File: config.mk
export PLATFORM = sky130hd
export DESIGN_NAME = hpf_fault_reset
export DESIGN_NICKNAME = d
export VERILOG_FILES = /design/src/hpf_pkg.sv /design/src/hpf_fault_reset.sv
export SDC_FILE = /design/constraint.sdc
export NUM_CORES = 1
export LEC_CHECK = 0
export BUFFER_PORTS_ARGS = -buffer_cell sky130_fd_sc_hd__clkbuf_2
export CAP_MARGIN = 20
export CORE_MARGIN = 5
export CORE_UTILIZATION = 55
export CTS_CLUSTER_SIZE = 8
export DETAILED_ROUTE_END_ITERATION = 8
export HOLD_SLACK_MARGIN = 0.02
export PLACE_DENSITY = 0.77
export SYNTH_ARGS = -nofsm -noshare
export SYNTH_HDL_FRONTEND = slang
export SYNTH_SLANG_ARGS = --single-unit
File: constraint.sdc
create_clock -name sys_clk -period 2.44 [get_ports sys_clk]
set_input_delay 0.244 -clock sys_clk [delete_from_list [all_inputs] [get_ports sys_clk]]
set_output_delay 0.244 -clock sys_clk [all_outputs]
set_load 0.03 [all_outputs]
File: src/hpf_pkg.sv
// How it works
// - Over-temperature latches all switches off, trips.
// - Limit still active after ramp ends trips.
// - 12V rails limited over 45 us trip.
// - 5V/3.3V overcurrent persisting 45 us trips.
// - 5V/3.3V above three times limit trips instantly after ramp ends.
// - Trip holds until request goes high with over-temperature clear, or reset.
// - Rails not good forces local reset low.
// - Local reset high only bus reset high, good.
// - Rail low over 10 us deasserts good.
// - Request low enables switches, starts ramp window.
// - Limit faults ignored during ramp window.
// - Request high powers down, ends ramp window.
// - Good asserted only when all four rails good.
package hpf_pkg;

   // ****************************************
   // Timing
   // ****************************************
   localparam int HPF_CLK_HZ = 10_000_000;
   localparam int HPF_PERSIST_US = 45;
   localparam int HPF_GOOD_US = 10;
   localparam int HPF_RAMP_US = 52_400;
   localparam int HPF_PERSIST_CYC = HPF_PERSIST_US * (HPF_CLK_HZ / 1_000_000);
   localparam int HPF_GOOD_CYC = HPF_GOOD_US * (HPF_CLK_HZ / 1_000_000);
   localparam int HPF_RAMP_CYC = HPF_RAMP_US * (HPF_CLK_HZ / 1_000_000);
   localparam int HPF_CNT_W = 20;

   // ****************************************
   // Rail indications, one bit per rail
   // ****************************************
   typedef struct packed {
      logic p12;
      logic n12;
      logic p5;
      logic p3;
   } hpf_rails_t;

   localparam hpf_rails_t HPF_RAILS_RESET = 4'h0;

   typedef enum logic [1:0] {
      HPF_OFF = 2'b00,
      HPF_RAMP = 2'b01,
      HPF_ON = 2'b11,
      HPF_TRIP = 2'b10
   } hpf_state_t;

endpackage : hpf_pkg

File: src/hpf_fault_reset.sv
`timescale 1ns/1ps
module hpf_fault_reset
   import hpf_pkg::*;
#(
   parameter int RAMP_CYC = HPF_RAMP_CYC,
   parameter int PERSIST_CYC = HPF_PERSIST_CYC,
   parameter int GOOD_CYC = HPF_GOOD_CYC
)
(
   input wire logic sys_clk,
   input wire logic reset_n,
   input wire logic power_request_n,
   input wire logic over_temp,
   input wire hpf_rails_t in_limit,
   input wire logic [1:0] severe_over,
   input wire hpf_rails_t rail_ok,
   input wire logic bus_reset_n,
   output logic switch_on,
   output logic trip_indicator_n,
   output logic rails_good_n,
   output logic local_reset_n
);

   // ****************************************
   // Input synchronisers
   // ****************************************
   logic [9:0] sync_a;
   logic [9:0] sync_b;
   logic req_n;
   logic hot;
   logic bus_rst_n;
   hpf_rails_t lim;
   hpf_rails_t ok;

   always_ff @(posedge sys_clk or negedge reset_n)
   begin
      if (!reset_n)
      begin
         // Request idles high and every fault idles low, so reset releases quietly.
         sync_a <= 10'h200;
         sync_b <= 10'h200;
      end
      else
      begin
         sync_a <= {power_request_n, bus_reset_n, over_temp, in_limit, rail_ok[3:1]};
         sync_b <= sync_a;
      end
   end

   logic [1:0] sev_a;
   logic [1:0] sev;

   always_ff @(posedge sys_clk or negedge reset_n)
   begin
      if (!reset_n)
      begin
         sev_a <= 2'h0;
         sev <= 2'h0;
      end
      else
      begin
         sev_a <= severe_over;
         sev <= sev_a;
      end
   end

   logic ok0_a;
   logic ok0;

   always_ff @(posedge sys_clk or negedge reset_n)
   begin
      if (!reset_n)
      begin
         ok0_a <= 1'b0;
         ok0 <= 1'b0;
      end
      else
      begin
         ok0_a <= rail_ok[0];
         ok0 <= ok0_a;
      end
   end

   assign req_n = sync_b[9];
   assign bus_rst_n = sync_b[8];
   assign hot = sync_b[7];
   assign lim = sync_b[6:3];
   assign ok = {sync_b[2:0], ok0};

   // ****************************************
   // Sequencer
   // ****************************************
   hpf_state_t state;
   hpf_state_t next_state;
   logic [HPF_CNT_W-1:0] ramp_cnt;
   logic [HPF_CNT_W-1:0] hi_cnt;
   logic [HPF_CNT_W-1:0] lo_cnt;
   logic trip_now;
   logic ramp_done;

   assign ramp_done = (ramp_cnt >= HPF_CNT_W'(RAMP_CYC - 1));

   always_comb
   begin
      trip_now = 1'b0;
      if (hot)
         trip_now = 1'b1;
      if (state == HPF_RAMP && ramp_done && (lim != 4'h0))
         trip_now = 1'b1;
      if (state == HPF_ON)
      begin
         if (hi_cnt >= HPF_CNT_W'(PERSIST_CYC))
            trip_now = 1'b1;
         if (lo_cnt >= HPF_CNT_W'(PERSIST_CYC))
            trip_now = 1'b1;
         if (sev != 2'h0)
            trip_now = 1'b1;
      end
   end

   always_comb
   begin
      next_state = state;
      unique case (state)
         HPF_OFF:
            if (trip_now)
               next_state = HPF_TRIP;
            else if (!req_n)
               next_state = HPF_RAMP;
         HPF_RAMP:
            if (trip_now)
               next_state = HPF_TRIP;
            else if (req_n)
               next_state = HPF_OFF;
            else if (ramp_done)
               next_state = HPF_ON;
         HPF_ON:
            if (trip_now)
               next_state = HPF_TRIP;
            else if (req_n)
               next_state = HPF_OFF;
         HPF_TRIP:
            if (req_n && !hot)
               next_state = HPF_OFF;
      endcase
   end

   always_ff @(posedge sys_clk or negedge reset_n)
   begin
      if (!reset_n)
         state <= HPF_OFF;
      else
         state <= next_state;
   end

   always_ff @(posedge sys_clk or negedge reset_n)
   begin
      if (!reset_n)
         ramp_cnt <= '0;
      else if (state == HPF_RAMP && !ramp_done)
         ramp_cnt <= ramp_cnt + 1'b1;
      else if (state != HPF_RAMP)
         ramp_cnt <= '0;
   end

   // Persistence counters restart on any gap in the limit indication.
   always_ff @(posedge sys_clk or negedge reset_n)
   begin
      if (!reset_n)
      begin
         hi_cnt <= '0;
         lo_cnt <= '0;
      end
      else
      begin
         if (state == HPF_ON && (lim.p12 || lim.n12))
            hi_cnt <= hi_cnt + 1'b1;
         else
            hi_cnt <= '0;
         if (state == HPF_ON && (lim.p5 || lim.p3))
            lo_cnt <= lo_cnt + 1'b1;
         else
            lo_cnt <= '0;
      end
   end

   // ****************************************
   // Power good and local reset
   // ****************************************
   logic [HPF_CNT_W-1:0] bad_cnt;

   always_ff @(posedge sys_clk or negedge reset_n)
   begin
      if (!reset_n)
      begin
         bad_cnt <= '0;
         rails_good_n <= 1'b1;
      end
      else if (&ok)
      begin
         bad_cnt <= '0;
         rails_good_n <= 1'b0;
      end
      else if (bad_cnt >= HPF_CNT_W'(GOOD_CYC))
         rails_good_n <= 1'b1;
      else
         bad_cnt <= bad_cnt + 1'b1;
   end

   always_ff @(posedge sys_clk or negedge reset_n)
   begin
      if (!reset_n)
      begin
         local_reset_n <= 1'b0;
         switch_on <= 1'b0;
         trip_indicator_n <= 1'b1;
      end
      else
      begin
         local_reset_n <= bus_rst_n && !rails_good_n;
         switch_on <= (next_state == HPF_RAMP) || (next_state == HPF_ON);
         trip_indicator_n <= (next_state != HPF_TRIP);
      end
   end

endmodule : hpf_fault_reset

==> results by group, run 1 <==
CTS
  • CTS buffer count: 9
  • Post-cts sizing count: 0
  • Clock tree buffer depth: 2
  • Skew-Pair Late Insertion Delay: 0.37 ns
  • Post-CTS setup buffers: 0
  • Clock Sinks: 112
  • H-Tree Depth: 3
  • CTS root buffer: clkbuf_8
  • CTS clk-pin slew, worst paths: 0.11 ns
  • CTS tree: built

Logic synthesis
  • Dominant synthesized flop cell: dfrtp_1
  • Syn_area_per_cell: 11.0 um2
  • Post-synth EDFFs: 0
  • Synth area leader: dfrtp_1
  • Post-Syn Instances: 438
  • Unique masters post-synth: 47
  • Share of the synthesized area in the top cell type: 56.0%
  • Post-Syn Nets: 460
  • Share of the yosys chip area belonging to registers: 58.2%
  • Synth cell count leaders: dfrtp_1, nor2_1, xnor2_1
  • Cell with the most instances after synthesis: dfrtp_1
  • Cell area after synthesis: 4820 um2
  • Synth Register Bits: 112
  • Synth async-reset ratio: 100%
  • Top cells by area, synth: dfrtp_1, xnor2_1, nor2_1
  • Warnings, synthesis: 0

Setup path
  • Peak fanout along the critical path: 6
  • Startpoint types: register
  • Crit-path max cell delay: 0.46 ns
  • Worst path buffer plus inverter count: 0
  • Worst setup EP type: register
  • CP top delay family: compound AO/OA/AOI/OAI gates
  • Worst Path Class, Setup: reg -> reg
  • Worst EP required: 2.71 ns
  • Critical Path AT: 2.13 ns
  • FF-to-FF Start: lo_cnt[4]
  • Critical-path cell list: nor4_1, a21oi_1, o41ai_2, o21ai_2, o211a_1
  • R2R setup slack: 0.58 ns
  • Worst Setup SP: lo_cnt[4]
  • Slowest stage cell, crit path: dfrtp_1

Die
  • Ports: 19
  • Initial Util: 55.9%
  • Die area: 10700 um2
  • Core area: 8640 um2
  • Die width: 104 um
  • Row Count: 34
  • Die Y-Extent: 104 um

Pwr
  • Reg power frac: 59.0%
  • Power Dens Cells: 653 nW/um2
  • Total Power: 3520 uW
  • Internal power: 2520 uW
  • Switching Power: 995 uW
  • Sw Ratio: 28.3%
  • Leak pwr: 0.00222 uW
  • Logic pwr share: 10.6%
  • Clock share of power: 30.4%
  • VDD IR-drop max: 0.387 mV

Final layout
  • Layout Cells excl Fill: 587
  • Share of layout cells above drive strength 1: 11.7%
  • Fillers: 679
  • Final nets: 496
  • Area Overhead vs Synth: 11.5%
  • Post-route design area: 5380 um2
  • Ant. Diodes: 0

Global route
  • Initial antenna violation count: 0
  • First-pass GRT wire length: 15.3 mm
  • Pin count of the biggest net entering global routing: 55
  • Total track usage: 17.1%
  • GRT overflow: 0
  • Number of global-route vias before repair: 3250

Detailed routing
  • DR DRC count: 0
  • Via count: 3193
  • Post-route ant nets: 0
  • Drt total wl: 8.50 mm
  • Via density: 5.44
  • Routed WL per cell: 14.5 um
  • DR pass1 iterations: 4
  • DRT iter0 DRCs: 141

Hold path
  • HP Class: reg -> reg
  • Hold Crit Start: sync_a[9]

STA
  • Max Slew Vio Count: 0
  • Final Hold Vio Count: 0
  • Final TNS setup: 0 ns
  • Clock Skew: 0.0114 ns
  • Final setup margin: 0.577 ns
  • Slew @ Worst Pin: 0.714 ns
  • Final min period: 1.86 ns
  • RSZ-0062 raised after global routing: no
  • Period utilization: 76.3%
  • F_max: 0.537 GHz
  • Slew HR: 52.4%
  • Final setup fails: 0

Place
  • Post-DP HPWL: 5.63 mm
  • DP Worst Slack: 0.602 ns
  • DP Cell Count: 557
  • Placement Cell Area: 5050 um2
  • # port buffers: 18
  • Placer Congestion: 0.820

Job
  • MaxCap Viol Count: 0

Outcome
  • Status: finished, final reports clean
## flip-flops by register name, summed over array words and instances, names as in the netlist
register / cells
trip_indicator_n: 1
bad_cnt: 20
ok0: 1
lo_cnt: 20
sev: 2
sev_a: 2
local_reset_n: 1
switch_on: 1
sync_b: 10
ok0_a: 1
rails_good_n: 1
state: 2
sync_a: 10
ramp_cnt: 20
hi_cnt: 20
## worst reg2reg max path, delay by kind of cell, from the launching register on
kind | cells | cell delay (ns)
compound gates | 4 | 0.97
flops | 1 | 0.46
simple gates | 1 | 0.33
## path summary, 6_finish.rpt
check	end	cells after the start
setup / recovery	state[1]	5
hold / removal	sync_b[9]	0
setup reg to reg	state[1]	5
hold reg to reg	sync_b[9]	0
max in group asynchronous	trip_indicator_n	3
min in group asynchronous	lo_cnt[15]	2
## through the flow
stage	hold WS, ns	utilization [%]
after floorplan	-0.0516	-
after global placement	0.333	58.5
after detailed placement	0.335	58.5
after CTS	0.356	62.3
after global routing	0.356	62.3
final	0.351	62.3
## metal layers
metal	vias to the layer above	GRT usage, %	share of wire (%)
met2	44	27.7	50
met3	7	4.10	3.1
li1	1572	-	-
met1	1570	23.0	46
met4	0	4.59	0.85
met5	-	0	0
## cell families after synthesis
logic type,after synthesis,share of synthesized area (%)
buffers and inverters,22,2.02
AO/OA/AOI/OAI,43,6.82
flip-flops,112,58.2
XOR/XNOR,51,9.26
AND/OR/NAND/NOR,203,21.9
adder cells (fa/ha/maj),7,1.82
## cells in the final DEF, fill, tap and decap left out, drive strengths merged, types with 8 or more instances in the layout
cell         count
nor2            70
nand2           22
xor2            20
o21ai           10
nand4           14
a21oi           16
xnor2           31
clkbuf          27
nor4            14
or3              8
nand3           25
inv             15
dlygate4sd3     14
dfrtp          108
and2            17
nor3            10
## repair_timing
item / CTS / global route
endpoints found under the hold margin: 64 / 0
setup endpoints to repair: 0 / 0
hold buffers: 14 / 0
## power by group through the flow
stage	Combinational, uW	Clock, uW	Sequential [uW]
after floorplan	218	0	2110
after global placement	348	0	2100
after detailed placement	362	0	2110
after CTS	379	1100	2070
after global routing	429	1170	2090
final	374	1070	2070
## cell type report
type | count | area (um2) | area share [%]
Clock buffer | 10 | 128 | 2.37
Tap cell | 108 | 135 | 2.51
Timing Repair Buffer | 36 | 288 | 5.35
Clock inverter | 6 | 62.6 | 1.16
Sequential cell | 112 | 2810 | 52.2
Multi-Input combinational cell | 304 | 1920 | 35.7
Inverter | 11 | 41.3 | 0.767
Note: power is estimated with default switching activity, not from simulation.
==> inputs of run 2 (changes only) <==
PLACE_DENSITY = 0.8   (was 0.77)
clock period = 1.7 ns   (was 2.44 ns; I/O delays follow)
==> run 2 against run 1 <==
Clock skew grew 0.0018 ns; clock power grew 37%; sequential power grew 44%; clock-buffer cell count grew 2; power grew 44%; flip-flop and latch count is the same; the flow now finishes with violations (setup timing); critical endpoint unchanged; utilization grew 6.9 points; sequential share of layout area shrank 5.2 points.
==> results by group, run 2 (synthesis results as in run 1) <==
Setup path
  • Worst Setup SP: lo_cnt[17]
  • CP top delay family: compound AO/OA/AOI/OAI gates
  • FF-to-FF Start: lo_cnt[17]
  • R2R setup slack: -0.05 ns
  • Critical Path AT: 2.01 ns
  • Crit-path max cell delay: 0.42 ns
  • Slowest stage cell, crit path: dfrtp_1
  • Critical path depth: 6
  • Worst reg2reg path depth: 6
  • Startpoint types: register
  • Critical-path cell list: nor4_4, nand3_2, o41ai_4, buf_4, nand2_2, o211a_1
  • Worst EP required: 1.96 ns
  • FF-to-FF End: state[1]
  • Worst Setup EP: state[1]
  • Peak fanout along the critical path: 2
  • Worst Path Class, Setup: reg -> reg
  • Worst setup EP type: register
  • Worst path buffer plus inverter count: 1

Detailed routing
  • Via count: 3523
  • DR pass1 iterations: 4
  • Post-route ant nets: 0
  • DRT iter0 DRCs: 173
  • Drt total wl: 9.62 mm
  • Via density: 5.51
  • Routed WL per cell: 15.1 um
  • DR DRC count: 0

STA
  • Clock Skew: 0.0132 ns
  • Final setup fails: 1
  • Slew HR: 49.0%
  • Final setup margin: -0.0468 ns
  • Final TNS setup: -0.0468 ns
  • Slew @ Worst Pin: 0.766 ns
  • RSZ-0062 raised after global routing: yes
  • F_max: 0.572 GHz
  • Max Slew Vio Count: 0
  • Final Hold Vio Count: 0
  • Final min period: 1.75 ns
  • Period utilization: 103%

Pwr
  • Leak pwr: 0.00256 uW
  • Sw Ratio: 27.5%
  • Internal power: 3660 uW
  • Switching Power: 1390 uW
  • Power Dens Cells: 844 nW/um2
  • Reg power frac: 59.0%
  • Clock share of power: 29.0%
  • Logic pwr share: 12.0%
  • VDD IR-drop max: 0.595 mV

Final layout
  • Post-route design area: 5980 um2
  • Ant. Diodes: 0
  • Final nets: 548
  • Share of layout cells above drive strength 1: 26.0%
  • Area of the multi-input gates: 2150 um2
  • Register area: 2810 um2
  • Most frequent cells in the layout: dfrtp_1, nor2_1, buf_4
  • Area Overhead vs Synth: 24.0%
  • Most common cell after layout, fill and taps aside: dfrtp_1
  • Layout Cells excl Fill: 639
  • Fillers: 609

Hold path
  • HP Class: in -> async

Global route
  • Total track usage: 18.0%
  • Pin count of the biggest net entering global routing: 52
  • Initial antenna violation count: 0
  • First-pass GRT wire length: 16.2 mm
  • Number of global-route vias before repair: 3478
  • GRT overflow: 0

Place
  • Placer Congestion: 0.816
  • Post-DP HPWL: 6.39 mm
  • Placement Cell Area: 5350 um2
  • # port buffers: 18
  • DP Cell Count: 597

CTS
  • Clock Sinks: 112
  • Clock tree buffer depth: 2
  • CTS tree: built
  • Skew-Pair Late Insertion Delay: 0.37 ns
  • CTS root buffer: clkbuf_8
  • CTS clk-pin slew, worst paths: 0.10 ns
  • H-Tree Depth: 3
  • CTS buffer count: 9

Die
  • Initial Util: 55.9%
  • Ports: 19
  • Core area: 8640 um2
  • Die area: 10700 um2
  • Row Count: 34
  • Die Y-Extent: 104 um
  • Die width: 104 um

Outcome
  • Violated checks: setup timing
  • Status: finished with violations

Job
  • MaxCap Viol Count: 0
run 2: cell types whose count changed in the layout (fill, tap and decap cells not counted), sizes merged:
cell / before / now
a21oi: 16 / 17
buf: 5 / 56
clkbuf: 27 / 29
inv: 15 / 13
run 2: worst min path at each step:
stage / depth (start not counted) / slack [ns] / startpoint / end
global route: 2 / 0.30 / reset_n / lo_cnt[0]
CTS: 2 / 0.26 / reset_n / lo_cnt[14]
global placement: 1 / 0.12 / reset_n / lo_cnt[16]
detailed placement: 1 / 0.12 / reset_n / lo_cnt[14]
finish: 2 / 0.27 / reset_n / lo_cnt[17]
floorplan: 0 / -0.13 / reset_n / bad_cnt[0]
run 2: power by group through the flow:
stage,Sequential (uW),Combinational (uW),Clock [uW]
3_3_place_gp,3010,520,0
4_1_cts,2970,584,1490
2_1_floorplan,3020,314,0
3_5_place_dp,3020,550,0
6_report,2980,606,1470
5_1_grt,3000,669,1600
run 2: cell type report:
type                    instances  share of cell area (%)
flip-flops and latches        112                    47.0
multi-input cells             305                    35.9
repair buffers                 87                    11.2
clock buffers                  12                    2.43
well taps                     108                    2.26
inverters                      11                   0.691
clock inverters                 4                   0.460
run 2: through the flow:
step | total power, uW | utilization, % | hold slack [ns] | worst slack [ns]
floorplan | 3340 | - | -0.126 | 0.0802
global placement | 3530 | 62.0 | 0.119 | 0.0393
detailed placement | 3570 | 62.0 | 0.124 | -0.0978
CTS | 5050 | 67.0 | 0.260 | -0.000291
global route | 5270 | 69.2 | 0.300 | -0.0826
finish | 5050 | 69.2 | 0.268 | -0.0468
run 2: routing by layer:
layer	track usage (%)	share of wire, %
met1	24.5	44
met2	28.3	51
met3	3.98	3.4
met4	6.84	1.8
met5	0	0
run 2: repair_timing:
action                                 4_1_cts  5_1_grt
setup endpoints to repair                    6       37
hold buffers                                14        0
pin swaps                                    9       19
gates cloned                                 1        0
setup buffers                                2        9
gates resized for setup                     17       27
endpoints found under the hold margin       39        0
